<file path="src/hdl/bpmrc_regs.svh">
`ifndef BPMRC_REGS_SVH
`define BPMRC_REGS_SVH
// Configuration offsets, one byte each.
`define BPMRC_ROUTE_OFFSET_0 8'h8c
`define BPMRC_ROUTE_OFFSET_1 8'h8d
`define BPMRC_RETRY_OFFSET   8'h90
`define BPMRC_CARD_OFFSET    8'h91
// Reset values.
`define BPMRC_RETRY_RESET    8'hc0
`define BPMRC_CARD_RESET     8'h00
`define BPMRC_ROUTE_RESET    12'h000
// Retry status field positions.
`define BPMRC_HOST_EN_BIT    7
`define BPMRC_CARD_EN_BIT    6
`define BPMRC_EXP_B_BIT      5
`define BPMRC_EXP_A_BIT      3
`define BPMRC_EXP_HOST_BIT   1
// Card control field positions.
`define BPMRC_RING_BIT       7
`define BPMRC_ISOLATE_BIT    6
`define BPMRC_SPARE_BIT      5
`define BPMRC_AUDIO_BIT      2
`define BPMRC_SPEAKER_BIT    1
`define BPMRC_IRQ_BIT        0
// Retry time-out, in clock cycles.
`define BPMRC_RETRY_CYCLES   32768
`endif

</file>
<file path="src/hdl/bpmrc_pkg.sv">
package bpmrc_pkg;
  typedef enum logic [2:0] {
    BPMRC_WAIT_IDLE   = 3'b001,
    BPMRC_WAIT_COUNT  = 3'b010,
    BPMRC_WAIT_EXPIRE = 3'b100
  } bpmrc_wait_t;
endpackage

</file>
<file path="src/hdl/bpmrc_config_bank.sv">
`timescale 1ns/100ps
`include "bpmrc_regs.svh"
module bpmrc_config_bank #(
  parameter int RETRY_TIMEOUT = `BPMRC_RETRY_CYCLES
) (
  input  wire logic       clock,
  input  wire logic       reset_n,
  input  wire logic       cfg_write,
  input  wire logic       cfg_read,
  input  wire logic       cfg_function,
  input  wire logic [7:0] cfg_offset,
  input  wire logic [7:0] cfg_wdata,
  output logic      [7:0] cfg_rdata,
  input  wire logic       host_retry_issued,
  input  wire logic       host_master_returned,
  input  wire logic [1:0] card_retry_issued,
  input  wire logic [1:0] card_master_returned,
  input  wire logic [1:0] card_irq_pin,
  input  wire logic [1:0] card_speaker_in,
  input  wire logic [1:0] card_audio_signal,
  input  wire logic       ring_indicate_in,
  output logic      [2:0] pin0_route_select,
  output logic      [2:0] pin1_route_select,
  output logic      [2:0] pin2_route_select,
  output logic            host_retry_counter_en,
  output logic            card_retry_counter_en,
  output logic            ring_indicate_output,
  output logic            ring_output_enable,
  output logic      [1:0] socket_video_isolate,
  output logic      [1:0] socket_video_enable,
  output logic            card_audio_pwm,
  output logic            card_audio_pwm_valid,
  output logic            combined_speaker_out,
  output logic            combined_speaker_oe
);
  // ****************************************
  // Storage.
  // ****************************************
  logic [7:0] retry_timeout_status;
  logic [7:0] card_compat_control [2];
  logic [1:0] irq_sync1;
  logic [1:0] irq_sync2;
  logic [1:0] irq_prev;
  logic [1:0] spk_sync1;
  logic [1:0] spk_sync2;
  logic [1:0] aud_sync1;
  logic [1:0] aud_sync2;
  logic       ring_sync1;
  logic       ring_sync2;
  logic       host_expired;
  logic [1:0] card_expired;
  logic [1:0] irq_event;

  // A write strobe aimed at one byte offset.
  function automatic logic hit(input logic [7:0] off, input logic [7:0] want);
    return cfg_write && (off == want);
  endfunction

  // True while either function has the speaker path switched on.
  function automatic logic speaker_on(input logic [7:0] f0, input logic [7:0] f1);
    return f0[`BPMRC_SPEAKER_BIT] | f1[`BPMRC_SPEAKER_BIT];
  endfunction

  // Reserved retry bits are masked at readback as well as in storage, a cheap second guard.
  function automatic logic [7:0] retry_view(input logic [7:0] r);
    return r & 8'hea;
  endfunction

  // Card bits 4 and 3 are read-only zero whatever the storage holds.
  function automatic logic [7:0] card_view(input logic [7:0] r);
    return r & 8'he7;
  endfunction

  // ****************************************
  // Input synchronisers.
  // ****************************************
  // Card-side pins arrive asynchronously, so each passes two flops first.
  always_ff @(posedge clock or negedge reset_n) begin
    if (!reset_n) begin
      irq_sync1  <= 2'h0;
      irq_sync2  <= 2'h0;
      irq_prev   <= 2'h0;
      spk_sync1  <= 2'h0;
      spk_sync2  <= 2'h0;
      aud_sync1  <= 2'h0;
      aud_sync2  <= 2'h0;
      ring_sync1 <= 1'b0;
      ring_sync2 <= 1'b0;
    end else begin
      irq_sync1  <= card_irq_pin;
      irq_sync2  <= irq_sync1;
      irq_prev   <= irq_sync2;
      spk_sync1  <= card_speaker_in;
      spk_sync2  <= spk_sync1;
      aud_sync1  <= card_audio_signal;
      aud_sync2  <= aud_sync1;
      ring_sync1 <= ring_indicate_in;
      ring_sync2 <= ring_sync1;
    end
  end

  // A rising edge of the synchronised interrupt pin, one pulse per socket.
  assign irq_event = irq_sync2 & ~irq_prev;

  // ****************************************
  // Retry timers.
  // ****************************************
  // A second retry while a count runs does not restart it; the first retry sets the deadline.
  // Clearing an enable aborts a running count, so no stale expiry appears later.
  bpmrc_retry_timer #(.TIMEOUT(RETRY_TIMEOUT)) u_host_timer (
    .clock           (clock),
    .reset_n         (reset_n),
    .enable          (retry_timeout_status[`BPMRC_HOST_EN_BIT]),
    .retry_issued    (host_retry_issued),
    .master_returned (host_master_returned),
    .expired         (host_expired)
  );

  // Socket A is index 0 and socket B index 1; both share the card enable bit.
  genvar s;
  generate
    for (s = 0; s < 2; s++) begin : g_card_timer
      bpmrc_retry_timer #(.TIMEOUT(RETRY_TIMEOUT)) u_card_timer (
        .clock           (clock),
        .reset_n         (reset_n),
        .enable          (retry_timeout_status[`BPMRC_CARD_EN_BIT]),
        .retry_issued    (card_retry_issued[s]),
        .master_returned (card_master_returned[s]),
        .expired         (card_expired[s])
      );
    end
  endgenerate

  // ****************************************
  // Pin routing selects.
  // ****************************************
  // Only the three select fields are stored, so reserved bits cannot hold data.
  always_ff @(posedge clock or negedge reset_n) begin
    if (!reset_n) begin
      {pin2_route_select, pin1_route_select, pin0_route_select} <= 9'(`BPMRC_ROUTE_RESET);
    end else begin
      if (hit(cfg_offset, `BPMRC_ROUTE_OFFSET_0)) begin
        pin0_route_select <= cfg_wdata[2:0];
        pin1_route_select <= cfg_wdata[6:4];
      end
      if (hit(cfg_offset, `BPMRC_ROUTE_OFFSET_1)) begin
        pin2_route_select <= cfg_wdata[2:0];
      end
    end
  end

  // ****************************************
  // Retry status register.
  // ****************************************
  // Expiry wins over a same-cycle write of one, so no event is lost.
  // Reserved bits are forced to zero every cycle, so no write can leave data there.
  always_ff @(posedge clock or negedge reset_n) begin
    if (!reset_n) begin
      retry_timeout_status <= `BPMRC_RETRY_RESET;
    end else begin
      if (hit(cfg_offset, `BPMRC_RETRY_OFFSET)) begin
        retry_timeout_status[`BPMRC_HOST_EN_BIT] <= cfg_wdata[`BPMRC_HOST_EN_BIT];
        retry_timeout_status[`BPMRC_CARD_EN_BIT] <= cfg_wdata[`BPMRC_CARD_EN_BIT];
        if (cfg_wdata[`BPMRC_EXP_B_BIT]) begin
          retry_timeout_status[`BPMRC_EXP_B_BIT] <= 1'b0;
        end
        if (cfg_wdata[`BPMRC_EXP_A_BIT]) begin
          retry_timeout_status[`BPMRC_EXP_A_BIT] <= 1'b0;
        end
        if (cfg_wdata[`BPMRC_EXP_HOST_BIT]) begin
          retry_timeout_status[`BPMRC_EXP_HOST_BIT] <= 1'b0;
        end
      end
      if (card_expired[1]) begin
        retry_timeout_status[`BPMRC_EXP_B_BIT] <= 1'b1;
      end
      if (card_expired[0]) begin
        retry_timeout_status[`BPMRC_EXP_A_BIT] <= 1'b1;
      end
      if (host_expired) begin
        retry_timeout_status[`BPMRC_EXP_HOST_BIT] <= 1'b1;
      end
      retry_timeout_status[4] <= 1'b0;
      retry_timeout_status[2] <= 1'b0;
      retry_timeout_status[0] <= 1'b0;
    end
  end

  // ****************************************
  // Card control, one copy per function.
  // ****************************************
  // Ring enable is global: a write from either function updates both copies.
  // Each socket sees only its own interrupt pin, so the flag is never shared.
  generate
    for (s = 0; s < 2; s++) begin : g_card_ctrl
      always_ff @(posedge clock or negedge reset_n) begin
        if (!reset_n) begin
          card_compat_control[s] <= `BPMRC_CARD_RESET;
        end else begin
          if (hit(cfg_offset, `BPMRC_CARD_OFFSET)) begin
            card_compat_control[s][`BPMRC_RING_BIT] <= cfg_wdata[`BPMRC_RING_BIT];
          end
          if (hit(cfg_offset, `BPMRC_CARD_OFFSET) && (cfg_function == 1'(s))) begin
            card_compat_control[s][`BPMRC_ISOLATE_BIT] <= cfg_wdata[`BPMRC_ISOLATE_BIT];
            card_compat_control[s][`BPMRC_SPARE_BIT]   <= cfg_wdata[`BPMRC_SPARE_BIT];
            card_compat_control[s][`BPMRC_AUDIO_BIT]   <= cfg_wdata[`BPMRC_AUDIO_BIT];
            card_compat_control[s][`BPMRC_SPEAKER_BIT] <= cfg_wdata[`BPMRC_SPEAKER_BIT];
            if (cfg_wdata[`BPMRC_IRQ_BIT]) begin
              card_compat_control[s][`BPMRC_IRQ_BIT] <= 1'b0;
            end
          end
          if (irq_event[s]) begin
            card_compat_control[s][`BPMRC_IRQ_BIT] <= 1'b1;
          end
          card_compat_control[s][4:3] <= 2'h0;
        end
      end
    end
  endgenerate

  // ****************************************
  // Read data.
  // ****************************************
  // Read data is registered, valid the cycle after the read strobe.
  // Unmapped offsets read zero, and writes to them reach no register.
  always_ff @(posedge clock or negedge reset_n) begin
    if (!reset_n) begin
      cfg_rdata <= 8'h00;
    end else if (cfg_read) begin
      case (cfg_offset)
        `BPMRC_ROUTE_OFFSET_0: cfg_rdata <= {1'b0, pin1_route_select, 1'b0, pin0_route_select};
        `BPMRC_ROUTE_OFFSET_1: cfg_rdata <= {5'h00, pin2_route_select};
        `BPMRC_RETRY_OFFSET:   cfg_rdata <= retry_view(retry_timeout_status);
        `BPMRC_CARD_OFFSET:    cfg_rdata <= card_view(card_compat_control[cfg_function]);
        default:               cfg_rdata <= 8'h00;
      endcase
    end
  end

  // ****************************************
  // Outputs toward pins and other blocks.
  // ****************************************
  // The isolate bit drives both socket_video_isolate and socket_video_enable.
  always_ff @(posedge clock or negedge reset_n) begin
    if (!reset_n) begin
      host_retry_counter_en <= 1'b1;
      card_retry_counter_en <= 1'b1;
      ring_output_enable    <= 1'b0;
      ring_indicate_output  <= 1'b0;
      socket_video_isolate  <= 2'h0;
      socket_video_enable   <= 2'h0;
      card_audio_pwm        <= 1'b0;
      card_audio_pwm_valid  <= 1'b0;
      combined_speaker_out  <= 1'b0;
      combined_speaker_oe   <= 1'b0;
    end else begin
      host_retry_counter_en <= retry_timeout_status[`BPMRC_HOST_EN_BIT];
      card_retry_counter_en <= retry_timeout_status[`BPMRC_CARD_EN_BIT];
      ring_output_enable    <= card_compat_control[0][`BPMRC_RING_BIT];
      ring_indicate_output  <= card_compat_control[0][`BPMRC_RING_BIT] & ring_sync2;
      socket_video_isolate  <= {card_compat_control[1][`BPMRC_ISOLATE_BIT],
                                card_compat_control[0][`BPMRC_ISOLATE_BIT]};
      socket_video_enable   <= {card_compat_control[1][`BPMRC_ISOLATE_BIT],
                                card_compat_control[0][`BPMRC_ISOLATE_BIT]};
      // Audio code 0 routes; socket 0 takes priority when both route.
      if (!card_compat_control[0][`BPMRC_AUDIO_BIT]) begin
        card_audio_pwm       <= aud_sync2[0];
        card_audio_pwm_valid <= 1'b1;
      end else if (!card_compat_control[1][`BPMRC_AUDIO_BIT]) begin
        card_audio_pwm       <= aud_sync2[1];
        card_audio_pwm_valid <= 1'b1;
      end else begin
        card_audio_pwm       <= 1'b0;
        card_audio_pwm_valid <= 1'b0;
      end
      // The speaker pin is only driven while some function has enabled it.
      combined_speaker_oe  <= speaker_on(card_compat_control[0], card_compat_control[1]);
      combined_speaker_out <= (spk_sync2[0] ^ spk_sync2[1])
                            & speaker_on(card_compat_control[0], card_compat_control[1]);
    end
  end
endmodule // bpmrc_config_bank

</file>
<file path="src/hdl/bpmrc_retry_timer.sv">
`timescale 1ns/100ps
`include "bpmrc_regs.svh"
// ****************************************
// Retry time-out watcher for one target.
// ****************************************
module bpmrc_retry_timer #(
  parameter int TIMEOUT = `BPMRC_RETRY_CYCLES
) (
  input  wire logic clock,
  input  wire logic reset_n,
  input  wire logic enable,
  input  wire logic retry_issued,
  input  wire logic master_returned,
  output logic      expired
);
  bpmrc_pkg::bpmrc_wait_t state;
  logic [31:0]            count;

  // Counting starts at a retry and stops when the master completes or the counter is disabled.
  always_ff @(posedge clock or negedge reset_n) begin
    if (!reset_n) begin
      state   <= bpmrc_pkg::BPMRC_WAIT_IDLE;
      count   <= 32'h0000_0000;
      expired <= 1'b0;
    end else begin
      expired <= 1'b0;
      case (state)
        bpmrc_pkg::BPMRC_WAIT_IDLE: begin
          count <= 32'h0000_0000;
          if (retry_issued && enable) begin
            state <= bpmrc_pkg::BPMRC_WAIT_COUNT;
          end
        end
        bpmrc_pkg::BPMRC_WAIT_COUNT: begin
          if (master_returned || !enable) begin
            state <= bpmrc_pkg::BPMRC_WAIT_IDLE;
          end else if (count == 32'(TIMEOUT - 1)) begin
            state <= bpmrc_pkg::BPMRC_WAIT_EXPIRE;
          end else begin
            count <= count + 32'h0000_0001;
          end
        end
        bpmrc_pkg::BPMRC_WAIT_EXPIRE: begin
          expired <= 1'b1;
          state   <= bpmrc_pkg::BPMRC_WAIT_IDLE;
        end
        default: state <= bpmrc_pkg::BPMRC_WAIT_IDLE;
      endcase
    end
  end
endmodule // bpmrc_retry_timer

</file>
<file path="config.mk">
export PLATFORM = sky130hd
export DESIGN_NAME = bpmrc_config_bank
export DESIGN_NICKNAME = d
export VERILOG_FILES = /design/src/hdl/bpmrc_pkg.sv /design/src/hdl/bpmrc_config_bank.sv /design/src/hdl/bpmrc_retry_timer.sv
export VERILOG_INCLUDE_DIRS = /design/src /design/src/hdl
export SDC_FILE = /design/constraint.sdc
export NUM_CORES = 1
export LEC_CHECK = 0
export BUFFER_PORTS_ARGS = -buffer_cell sky130_fd_sc_hd__buf_2
export CORE_MARGIN = 10
export CORE_UTILIZATION = 30
export CTS_CLUSTER_SIZE = 28
export DETAILED_ROUTE_END_ITERATION = 7
export PLACE_DENSITY = 0.5
export SETUP_SLACK_MARGIN = 0.1
export SLEW_MARGIN = 20
export SYNTH_ARGS = -nofsm -noshare
export SYNTH_HDL_FRONTEND = slang
export SYNTH_SLANG_ARGS = --single-unit
</file>
<file path="constraint.sdc">
create_clock -name clock -period 4.1 [get_ports clock]
set_input_delay 0.615 -clock clock [delete_from_list [all_inputs] [get_ports clock]]
set_output_delay 0.615 -clock clock [all_outputs]
set_load 0.03 [all_outputs]
</file>
# Word-level counts from Yosys, hierarchy flattened
# Index checks and enable logic that the tools add are counted.
# totals
reg_bits	167
latch_bits	0
ram_bits	0
mem_bits_ro	0
output_inout_bits	29
word_cells	164
mem_count	0
# classes
n_addsub	3
multipliers	0
div_mod_pow	0
magnitude_cmp	1
eq_ne	28
shifts	0
muxes	46
bitwise	8
reduce_logical	38
# ops
op	count
$mux 32	6
$pmux 32 s2	3
$add 32x1->32 const B	3
$eq 32x15->1 const B	3
$eq 8x8->1 const B	4
$pmux 8 s4	1
$mux 3	9
$reduce_bool 2->1	13
$mux 1	21
$pmux 3 s2	3
$mux 8	2
$reduce_and 2->1	8
$ne 2x2->1 const B	6
$eq 3x1->1 const B	3
$eq 3x2->1 const B	3
$eq 3x3->1 const B	3
$logic_and 1x1->1	9
$ne 3x1->1 const B	3
$reduce_and 3->1	3
$mux 7	1
$ne 2x1->1 const B	3
$logic_or 1x1->1	3
$and 1x1->1	2
$and 2x2->2	1
7 further kinds	8

# Depth between registers and ports, before layout
# Gate-level depths: netlist of the first run.
# depth
word_depth	5
depth_mapped	9

# Hierarchy
# A second synthesis of the first run with hierarchy kept.
# unflattened
cells_unflattened	911
area_unflattened_um2	8866.0
# modules_own_cells
mod	n_inst	cells_per_inst	area_per_inst_um2	seq_area_each_um2
bpmrc_retry_timer	3	247	2178.3	902.1
bpmrc_config_bank	1	170	2331.0	1481.4

# Worst setup path before layout of the first run
# OpenSTA, ideal clock, no wires.
# synth_timing
path_kind	input -> register
from	input cfg_offset[1]
to	register card_compat_control[10] (netlist name)
setup_time_ns	0.125
t_arrival_ns	2.327
setup_slack_ns	1.648
stages	4
cell_sequence	nor4b_1 > nand3_1 > nor3b_1 > mux2_2
# synth_between
elab_chain_cells	3
# synth_rtl
item	line	text
from (decl)	bpmrc_config_bank.sv:11	input wire logic [7:0] cfg_offset,
$eq 8x8->1	bpmrc_config_bank.sv:56	return cfg_write && (off == want);
$logic_and 1x1->1	bpmrc_config_bank.sv:56	
$logic_and 1x1->1	bpmrc_config_bank.sv:203	if (hit(cfg_offset, `BPMRC_CARD_OFFSET) && (cfg_function == 1'(s))) begin
to (signal, indexed assignment)	bpmrc_config_bank.sv:204	card_compat_control[s][`BPMRC_ISOLATE_BIT] <= cfg_wdata[`BPMRC_ISOLATE_BIT];
to (signal, indexed assignment)	bpmrc_config_bank.sv:205	card_compat_control[s][`BPMRC_SPARE_BIT] <= cfg_wdata[`BPMRC_SPARE_BIT];
to (signal, indexed assignment)	bpmrc_config_bank.sv:206	card_compat_control[s][`BPMRC_AUDIO_BIT] <= cfg_wdata[`BPMRC_AUDIO_BIT];
to (decl)	bpmrc_config_bank.sv:40	logic [7:0] card_compat_control [2];
# No other way between the ends.
# A chain may end at the register's enable or synchronous reset.

# Worst setup path after layout of the first run
# layout_timing
from	register u_host_timer.count[0]
to	register u_host_timer.count[7]
# layout_between
elab_chain_cells	4
# layout_rtl
item	line	text
from (decl)	bpmrc_retry_timer.sv:17	logic [31:0] count;
from (signal assigned)	bpmrc_retry_timer.sv:40	count <= count + 32'h0000_0001;
$add 32x1->32	bpmrc_retry_timer.sv:40	
$mux 32	bpmrc_retry_timer.sv:37	end else if (count == 32'(TIMEOUT - 1)) begin
$mux 32	bpmrc_retry_timer.sv:35	if (master_returned || !enable) begin
$pmux 32 s2	bpmrc_retry_timer.sv:27	case (state)
# Several ways; a longest one is shown, not always the timed one. The select of a mux whose other input is x is not followed.

==> results.sh, run 1 <==
export IMPL_tritoncts_num_buffers=17
export IMPL_synth_most_common_cell="dfrtp_1"
export IMPL_first_global_vias=6766
export IMPL_postLayoutSetupSlackWorst_ps=1313
export IMPL_antenna_diode_count=0
export IMPL_ys_top_cells_by_area="dfrtp_1 48%, o31ai_1 5.0%, o21ai_0 4.2%"
export IMPL_synth_cell_area_sq_mm=0.008319
export IMPL_most_frequently_used_flop_master_after_synthesis="dfrtp_1"
export IMPL_finalCritPeriodShare_pct=67.97
export IMPL_global_route_wire_length_before_repair_um=36490
export IMPL_placed_cell_count=1254
export IMPL_crit_required_ps=4370
export IMPL_cap_violations=0
export IMPL_gp_congestion=0.7937
export IMPL_layout_nets=938
export IMPL_timing_critical_path_to_type="flip-flop"
export IMPL_hold_viol=0
export IMPL_postRouteWirelength_um=21800
export IMPL_globalRouteTotalUtil_pct=12.45
export IMPL_worst_setup_path_type="reg2reg"
export IMPL_rsz0062_at_grt="no"
export IMPL_cts_htree_levels=4
export IMPL_muxShareOfSynthArea_pct=4.271
export IMPL_critical_path_slowest_cell="nand2b_1"
export IMPL_clkSlewWorstSetupHoldPaths_ps=80
export IMPL_post_cts_repair_setup_buffers=0
export IMPL_timing_final_setup_violations=0
export IMPL_worst_ir_drop_vdd_mv=0.2506
export IMPL_pre_cts_slack_ps=1257
export IMPL_synth_seq_area_share_pct=50.34
export IMPL_crit_chain="ha_1 > nand3_1 > nor4_2 > nor4bb_4 > nand2b_1 > o21ai_0"
export IMPL_timing_worst_slew_pin_value_ps=1025
export IMPL_number_of_max_slew_violations_in_the_final_report=0
export IMPL_drc=0
export IMPL_synthesis_yosys_warnings=0
export IMPL_postRouteAntennaNets=0
export IMPL_fin_cells=1286
export IMPL_dr_total_vias=6899
export IMPL_finClkSkew_ps=15.60
export IMPL_timing_final_crit_period_ps=2787
export IMPL_synth_xor_area_share_pct=0.1053
export IMPL_total_die_area_sq_mm=0.03479
export IMPL_die_width_um=186.5
export IMPL_synth_cells_most_frequent="160 x dfrtp_1, 70 x o21ai_0, 63 x nand2_1"
export IMPL_firstDrtPassIters=5
export IMPL_crit_fanout=19
export IMPL_cts_tree="yes"
export IMPL_crit_buf_inv=0
export IMPL_maxClockFrequency_ghz=0.3588
export IMPL_dr_first_iter_drc_count=488
export IMPL_compound_cell_area_share_of_the_yosys_netlist_pct=20.12
export IMPL_insertion_delay_ps=430
export IMPL_synth_largest_area_cell="dfrtp_1"
export IMPL_yosys_area_share_adder_pct=0.4512
export IMPL_critical_path_max_stage_delay_ps=700
export IMPL_timing_critical_path_from_type="flip-flop"
export IMPL_synth_top_family_by_area="simple AND/OR/NAND/NOR gates"
export IMPL_clk_root_buffer_cell="clkbuf_16"
export IMPL_dpl_wire_length_um=15050
export IMPL_synth_top_cell_area_share_pct=48.13
export IMPL_fp_row_count=60
export IMPL_grt_antenna_before_repair=0
export IMPL_fin_tns_setup_ps=0
export IMPL_simple_gate_fraction_of_synth_area_pct=21.39
export IMPL_drt_wirelength_per_cell_um=16.95
export IMPL_number_of_flops_mapped_to_enable_cells_by_yosys=0
export IMPL_cp_data_arrival_time_ps=3060
export IMPL_grt_max_degree=72
export IMPL_cts_path_max_buffers=2
export IMPL_async_set_or_reset_flop_fraction_in_the_synthesized_netlist_pct=100.0
export IMPL_synthesized_area_per_cell_sq_um=9.787
export IMPL_io_buffers=62
export IMPL_cts_resized=0
export IMPL_layout_drive_gt1_share_pct=17.40
export IMPL_die_h_um=186.5
export IMPL_outcome="finished clean"
export IMPL_ioPinCount=63
export IMPL_postCtsHoldBufs=0
export IMPL_start_util_pct=30.70
export IMPL_leak_pwr_nw=4.222
export IMPL_numClockSinks=167
export IMPL_hp_class="in2async"
export IMPL_postSynthCellCount=850
export IMPL_relSlewSlack_pct=31.01
export IMPL_core_area_sq_mm=0.02710
export IMPL_synth_seq_cells=167
export IMPL_synth_cell_types=68
export IMPL_path_delay_family="simple AND/OR/NAND/NOR gates"
export IMPL_drt_vias_per_instance=5.365
export IMPL_flow_area_growth_from_synthesis_pct=16.09
export IMPL_pwr_density_cell_mw_per_mm2=385.5
export IMPL_grt_overflow=0
export IMPL_syn_num_nets=887
## worst register-to-register path: cells and delay by family (launching register included)
kind,cells,cell delay [ps]
simple gates,4,1820
flops,1,410
compound gates,1,210
fa+ha+maj,1,200
## layer usage
| layer | vias up | part of all wire [%] | global-route usage [%] |
|---|---|---|---|
| met5 | - | 0 | 0 |
| met4 | 0 | 1.3 | 3.567 |
| met3 | 22 | 4.0 | 2.570 |
| met2 | 143 | 45 | 18.73 |
| met1 | 3371 | 50 | 17.61 |
| li1 | 3363 | - | - |
## registers in the layout, summed over array words and instances (netlist names), 3 cells and up
| signal | cells |
|---|---|
| g_card_timer.u_card_timer.count | 64 |
| pin2_route_select | 3 |
| card_compat_control | 11 |
| u_host_timer.count | 32 |
| g_card_timer.u_card_timer.state | 6 |
| retry_timeout_status | 5 |
| cfg_rdata | 8 |
| u_host_timer.state | 3 |
| pin1_route_select | 3 |
| pin0_route_select | 3 |
## cell type report
class | instances | area [sq um]
inverters | 22 | 82.58
clock buffers | 18 | 439.2
well taps | 372 | 465.4
multi-input cells | 615 | 3876
fillers | 2769 | 17440
flip-flops and latches | 167 | 4188
repair buffers | 78 | 436.7
clock inverters | 14 | 170.2
## cell usage in the layout, fill, tap and decap left out, types with 9 or more instances in the layout
| master | Yosys | final |
|---|---|---|
| o31ai_1 | 55 | 55 |
| a31oi_1 | 28 | 28 |
| a21o_1 | 14 | 14 |
| buf_4 | 4 | 16 |
| mux2_2 | 20 | 20 |
| dfrtp_1 | 160 | 160 |
| o21ai_0 | 70 | 70 |
| o41ai_1 | 12 | 12 |
| o211ai_1 | 11 | 11 |
| nor4_1 | 20 | 19 |
| a21oi_1 | 21 | 21 |
| nand3_1 | 56 | 56 |
| nand4_1 | 33 | 33 |
| mux2i_1 | 13 | 13 |
| clkbuf_16 | 0 | 17 |
| and3_1 | 18 | 18 |
| buf_2 | 4 | 61 |
| nor2_1 | 53 | 53 |
| inv_1 | 22 | 22 |
| nand2_1 | 63 | 63 |
| nand2b_1 | 12 | 12 |
| nor3_1 | 13 | 13 |
| nor3b_1 | 9 | 9 |
## power breakdown
part	internal (W)	switching (W)
Combinational	0.000109	0.000272
Clock	0.000846	0.000783
Sequential	0.00168	0.0000314
## per-stage QoR
step	hold slack, ps	util [%]	instance area, sq um	total power (W)
detailed placement	334.7	33.39	9049	0.002139
finish	163.5	35.64	9658	0.003723
floorplan	319.4	-	8319	0.001976
CTS	211.4	35.64	9658	0.003788
global placement	332.6	33.39	9049	0.002142
global route	237.0	35.64	9658	0.003905
## logic make-up (layout without fill, tap and decap cells)
group,Yosys count,after routing
XOR/XNOR,1,1
flip-flops,167,167
buffers and inverters,68,132
AO/OA/AOI/OAI,251,251
AND/OR/NAND/NOR,327,327
multiplexers,33,33
adder cells (fa/ha/maj),3,3
## final timing paths
check,from,end,slack [ps],depth (start not counted)
setup / recovery,u_host_timer.count[0],u_host_timer.count[7],1310,6
hold / removal,reset_n,combined_speaker_out,160,1
setup reg to reg,u_host_timer.count[0],u_host_timer.count[7],1310,6
hold reg to reg,ring_sync1,ring_sync2,350,0
max in group asynchronous,reset_n,u_host_timer.count[12],2930,2
min in group clock,card_irq_pin[0],irq_sync1[0],280,1
No activity file was read; power rests on OpenSTA's default activity.
==> inputs of run 2 (changes only) <==
--- a/config.mk
+++ b/config.mk
@@ -11,7 +11,7 @@
 export CORE_UTILIZATION = 30
 export CTS_CLUSTER_SIZE = 28
 export DETAILED_ROUTE_END_ITERATION = 7
-export PLACE_DENSITY = 0.5
+export PLACE_DENSITY = 0.51
 export SETUP_SLACK_MARGIN = 0.1
 export SLEW_MARGIN = 20
 export SYNTH_ARGS = -nofsm -noshare
==> constraint.sdc (replaced) <==
create_clock -name clock -period 2.4 [get_ports clock]
set_input_delay 0.36 -clock clock [delete_from_list [all_inputs] [get_ports clock]]
set_output_delay 0.36 -clock clock [all_outputs]
set_load 0.03 [all_outputs]
==> run 2 against run 1 <==
Combinational power up 92%; highest routed layer unchanged; register-to-register slack worse by 1200 ps; via count increased by 3.0%; largest cell class unchanged; utilization rose by 1.9 points; sequential cell count is the same; power grew 76%.
==> results.sh, run 2 (same netlist as run 1, synthesis figures left out) <==
export IMPL_postRouteWirelength_um=21870
export IMPL_maxClockFrequency_ghz=0.4435
export IMPL_cts_tree="yes"
export IMPL_fp_row_count=60
export IMPL_tritoncts_num_buffers=17
export IMPL_critical_path_slowest_cell="or4_4"
export IMPL_core_area_sq_mm=0.02710
export IMPL_finalCritPeriodShare_pct=93.95
export IMPL_reg_top3="g_card_timer.u_card_timer.count: 64 flops, u_host_timer.count: 32 flops, card_compat_control: 11 flops"
export IMPL_globalRouteTotalUtil_pct=12.59
export IMPL_grt_antenna_before_repair=1
export IMPL_crit_chain="or4_1 > or4_4 > nor3_4 > nor2_1 > a221o_1"
export IMPL_timing_critical_path_to_type="flip-flop"
export IMPL_postRouteAntennaNets=0
export IMPL_register_cell_area_after_layout_sq_mm=0.004188
export IMPL_layout_nets=988
export IMPL_layout_drive_gt1_share_pct=22.41
export IMPL_path_depth=5
export IMPL_post_dp_cell_area_sq_mm=0.009434
export IMPL_firstDrtPassIters=7
export IMPL_drt_wirelength_per_cell_um=16.37
export IMPL_grt_max_degree=54
export IMPL_global_route_wire_length_before_repair_um=37180
export IMPL_clkSlewWorstSetupHoldPaths_ps=80
export IMPL_insertion_delay_ps=430
export IMPL_io_buffers=62
export IMPL_finClkSkew_ps=13.75
export IMPL_hp_class="in2reg"
export IMPL_layout_cells_most_common="dfrtp_1"
export IMPL_cts_htree_levels=4
export IMPL_totalPowerFinal_w=0.006553
export IMPL_number_of_max_slew_violations_in_the_final_report=0
export IMPL_cp_data_arrival_time_ps=2570
export IMPL_critical_path_max_stage_delay_ps=590
export IMPL_cap_violations=0
export IMPL_grt_overflow=0
export IMPL_outcome="finished clean"
export IMPL_path_delay_family="simple AND/OR/NAND/NOR gates"
export IMPL_crit_fanout=5
export IMPL_die_h_um=186.5
export IMPL_reg2reg_setup_slack_ps=150
export IMPL_crit_required_ps=2720
export IMPL_worst_setup_path_type="reg2reg"
export IMPL_timing_reg2reg_worst_path_depth=5
export IMPL_leading_cell_types_in_the_layout_fill_and_taps_excluded="160 x dfrtp_1, 70 x o21ai_0, 62 x nand2_1"
export IMPL_die_width_um=186.5
export IMPL_leak_pwr_nw=4.519
export IMPL_drt_vias_per_instance=5.319
export IMPL_dr_total_vias=7106
export IMPL_ioPinCount=63
export IMPL_worst_ir_drop_vdd_mv=0.3549
export IMPL_timing_final_crit_period_ps=2255
export IMPL_drc=0
export IMPL_fillerInstances=2698
export IMPL_first_global_vias=6894
export IMPL_total_die_area_sq_mm=0.03479
export IMPL_crit_buf_inv=0
export IMPL_dpl_wire_length_um=15570
export IMPL_gp_congestion=0.8099
export IMPL_multiInputGateArea_sq_mm=0.003933
export IMPL_dr_first_iter_drc_count=538
export IMPL_pwr_density_cell_mw_per_mm2=645.0
export IMPL_timing_critical_path_from_type="flip-flop"
export IMPL_fin_tns_setup_ps=0
export IMPL_timing_final_setup_violations=0
export IMPL_rsz0062_at_grt="yes"
export IMPL_timing_hold_worst_path_depth=1
export IMPL_flow_area_growth_from_synthesis_pct=22.12
export IMPL_timing_worst_slew_pin_value_ps=676.6
export IMPL_clk_root_buffer_cell="clkbuf_16"
export IMPL_antenna_diode_count=0
export IMPL_registers_top_by_ff_count="g_card_timer.u_card_timer.count"
export IMPL_hold_viol=0
export IMPL_stdcell_area_sq_mm=0.01016
export IMPL_start_util_pct=30.70
export IMPL_relSlewSlack_pct=54.84
export IMPL_cts_path_max_buffers=2
export IMPL_max_ffs_per_register=64
export IMPL_numClockSinks=167
-- run 2: cell type report --
type	count	area share, %
multi-input combinational	615	38.71
sequential	167	41.22
clock buffer	17	4.187
inverter	22	0.8128
clock inverter	15	1.970
timing repair buffer	128	8.522
tap	372	4.581
-- run 2: repair_timing --
| action | 4_1_cts | 5_1_grt |
|---|---|---|
| hold endpoints to repair | 47 | 0 |
| endpoints found under the setup margin | 1 | 36 |
| hold buffers | 2 | 0 |
| gates resized for setup | 1 | 11 |
| buffers inserted | 0 | 4 |
| pin swaps | 0 | 6 |
| gates cloned | 0 | 0 |
-- run 2: metrics by stage --
stage               cells  setup WS (ps)  hold slack (ps)  util [%]
finish               1336          145.2            21.39     37.49
CTS                  1332          101.8           0.3898     37.20
floorplan             850          105.4            64.41         -
global route         1336          68.70           0.7308     37.49
detailed placement   1298          104.2            334.7     34.81
global placement     1298          127.7            332.6     34.81
-- run 2: routing by layer --
layer  track usage, %  up-vias  share of wire [%]
li1                 -     3458                  -
met1            18.07     3478                 50
met2            18.86      154                 45
met3            2.626       16                3.8
met4            3.009        0                1.2
met5                0        -                  0
-- run 2: worst paths after layout --
path | start | endpoint
setup reg to reg | g_card_timer[1].u_card_timer.count[26] | g_card_timer[1].u_card_timer.count[18]
min in group asynchronous | reset_n | combined_speaker_out
setup / recovery | g_card_timer[1].u_card_timer.count[26] | g_card_timer[1].u_card_timer.count[18]
max in group asynchronous | reset_n | u_host_timer.state[0]
hold / removal | card_speaker_in[1] | spk_sync1[1]
hold reg to reg | irq_sync1[0] | irq_sync2[0]
-- run 2: power by group --
part / internal, W / leakage (nW) / switching (W)
Combinational: 0.000238 / 1.97 / 0.000494
Clock: 0.00152 / 0.298 / 0.00138
Sequential: 0.00287 / 2.25 / 0.0000483
Total: 0.00463 / 4.52 / 0.00192
-- run 2: worst register-to-register path: stages, from the launching register on --
cell and delay (ps):
dfrtp_1 410, or4_1 540, or4_4 590, nor3_4 180, nor2_1 100, a221o_1 320
==> inputs of run 3 (changes only) <==
--- a/config.mk
+++ b/config.mk
@@ -9,6 +9,7 @@
 export BUFFER_PORTS_ARGS = -buffer_cell sky130_fd_sc_hd__buf_2
 export CORE_MARGIN = 10
 export CORE_UTILIZATION = 30
+export CTS_BUF_LIST = sky130_fd_sc_hd__clkbuf_8 sky130_fd_sc_hd__clkbuf_16
 export CTS_CLUSTER_SIZE = 28
 export DETAILED_ROUTE_END_ITERATION = 7
 export PLACE_DENSITY = 0.51
==> constraint.sdc (replaced) <==
create_clock -name clock -period 2.4 [get_ports clock]
set_input_delay 0.48 -clock clock [delete_from_list [all_inputs] [get_ports clock]]
set_output_delay 0.48 -clock clock [all_outputs]
set_load 0.03 [all_outputs]
==> run 3 against run 2 <==
The flow now finishes with violations (hold timing); sequential cell count unchanged; critical path depth is the same; via count up 1.1%; global-route usage is 0.19 points higher; first-iteration DRC count down 17%.
==> results.sh, run 3 (same netlist as run 1, synthesis figures left out) <==
export IMPL_postRouteAntennaNets=0
export IMPL_r2r_start="g_card_timer[1].u_card_timer.count[26]"
export IMPL_totalPowerFinal_w=0.006531
export IMPL_post_dp_cell_area_sq_mm=0.009494
export IMPL_rsz0062_at_grt="yes"
export IMPL_insertion_delay_ps=430
export IMPL_reg_top3="g_card_timer.u_card_timer.count: 64 flops, u_host_timer.count: 32 flops, card_compat_control: 11 flops"
export IMPL_final_hold_worst_slack_ps=-18.79
export IMPL_crit_fanout=5
export IMPL_drt_wirelength_per_cell_um=16.82
export IMPL_cap_violations=0
export IMPL_timing_critical_path_from_type="flip-flop"
export IMPL_layout_drive_gt1_share_pct=22.95
export IMPL_relSlewSlack_pct=53.08
export IMPL_finClkSkew_ps=14.05
export IMPL_clkSlewWorstSetupHoldPaths_ps=80
export IMPL_critPathLaunch="g_card_timer[1].u_card_timer.count[26]"
export IMPL_grt_overflow=0
export IMPL_tritoncts_num_buffers=17
export IMPL_first_global_vias=6940
export IMPL_outcome="finished, violations left"
export IMPL_antenna_diode_count=0
export IMPL_cts_tree="yes"
export IMPL_grt_max_degree=53
export IMPL_io_buffers=62
export IMPL_layout_nets=987
export IMPL_fp_row_count=60
export IMPL_postRouteWirelength_um=22460
export IMPL_timing_reg2reg_worst_path_depth=5
export IMPL_pwr_density_cell_mw_per_mm2=639.8
export IMPL_layout_cells_most_common="dfrtp_1"
export IMPL_hold_viol=12
export IMPL_stdcell_area_sq_mm=0.01021
export IMPL_cp_data_arrival_time_ps=2600
export IMPL_worst_setup_path_type="reg2reg"
export IMPL_timing_final_crit_period_ps=2286
export IMPL_gp_congestion=0.7960
export IMPL_finalCritPeriodShare_pct=95.25
export IMPL_cts_htree_levels=4
export IMPL_worst_ir_drop_vdd_mv=0.4197
export IMPL_number_of_max_slew_violations_in_the_final_report=0
export IMPL_globalRouteTotalUtil_pct=12.78
export IMPL_postCtsHoldBufs=0
export IMPL_leak_pwr_nw=4.530
export IMPL_maxClockFrequency_ghz=0.4375
export IMPL_clk_root_buffer_cell="clkbuf_16"
export IMPL_dpl_wire_length_um=15870
export IMPL_fin_tns_setup_ps=0
export IMPL_leading_cell_types_in_the_layout_fill_and_taps_excluded="160 x dfrtp_1, 70 x o21ai_0, 63 x nand2_1"
export IMPL_die_width_um=186.5
export IMPL_start_util_pct=30.70
export IMPL_core_area_sq_mm=0.02710
export IMPL_timing_worst_slew_pin_value_ps=703.0
export IMPL_hp_class="in2async"
export IMPL_total_die_area_sq_mm=0.03479
export IMPL_drt_vias_per_instance=5.381
export IMPL_max_ffs_per_register=64
export IMPL_drc=0
export IMPL_grt_antenna_before_repair=0
export IMPL_dr_first_iter_drc_count=444
export IMPL_crit_required_ps=2720
export IMPL_die_h_um=186.5
export IMPL_numClockSinks=167
export IMPL_cts_path_max_buffers=2
export IMPL_registers_top_by_ff_count="g_card_timer.u_card_timer.count"
export IMPL_violations="hold timing"
export IMPL_ioPinCount=63
export IMPL_timing_final_setup_violations=0
export IMPL_flow_area_growth_from_synthesis_pct=22.70
export IMPL_global_route_wire_length_before_repair_um=37350
export IMPL_firstDrtPassIters=5
export IMPL_dr_total_vias=7184
export IMPL_timing_critical_path_to_type="flip-flop"
-- run 3: cell types whose count changed in the layout (fill, tap and decap cells not counted), sizes merged --
| cell | before | now |
|---|---|---|
| dlygate4sd3 | 2 | 0 |
| bufinv | 1 | 0 |
| clkinv | 4 | 6 |
| clkbuf | 17 | 18 |
| nand2 | 64 | 65 |
| inv | 30 | 29 |
| clkinvlp | 2 | 1 |
-- run 3: layout make-up --
class / count / area (sq um)
inverters: 22 / 82.58
fillers: 2730 / 16890
multi-input cells: 616 / 3971
clock buffers: 18 / 439.2
repair buffers: 126 / 879.6
well taps: 372 / 465.4
flip-flops and latches: 167 / 4188
clock inverters: 14 / 181.4
-- run 3: what timing repair did --
| action | CTS | global route |
|---|---|---|
| endpoints found under the setup margin | 5 | 52 |
| endpoints found under the hold margin | 0 | 0 |
| cloned | 1 | 0 |
| gates resized for setup | 1 | 15 |
| pin swaps | 1 | 5 |
| setup buffers | 0 | 2 |
-- run 3: critical path, cell delays in order (launching register included) --
cell     delay (ps)
dfrtp_1         420
or4_4           520
or4_4           610
nor3_4          190
nor2_1          110
a221o_1         330
-- run 3: report_power, final --
part	internal (W)	switching (W)	total (W)	leakage [nW]
combinational	0.000272	0.000512	0.000785	1.98
sequential	0.00287	0.0000481	0.00292	2.25
clock	0.00145	0.00137	0.00283	0.297
-- run 3: metrics by stage --
step           hold WS (ps)  setup slack, ps  util [%]  std cells
2_1_floorplan         184.4            105.4         -        850
3_3_place_gp          331.6            142.9     35.02       1300
5_1_grt               12.46            35.06     37.66       1335
4_1_cts              0.4494            103.9     37.36       1333
3_5_place_dp          334.7            106.0     35.03       1300
6_report             -18.79            114.1     37.66       1335
-- run 3: worst paths after layout --
path	end	slack [ps]
worst min register to register	irq_sync2[1]	350
max in group asynchronous	g_card_timer[0].u_card_timer.state[0]	1700
worst min-delay path	combined_speaker_out	-20
min in group clock	spk_sync1[1]	140
worst max-delay path	g_card_timer[1].u_card_timer.count[18]	110
worst max register to register	g_card_timer[1].u_card_timer.count[18]	110
-- run 3: routing by layer --
metal,track usage [%],up-vias,routed length [um]
li1,-,3459,-
met1,17.70,3577,10990
met4,4.032,0,226
met3,2.216,18,767
met5,0,-,0
met2,19.83,130,10470
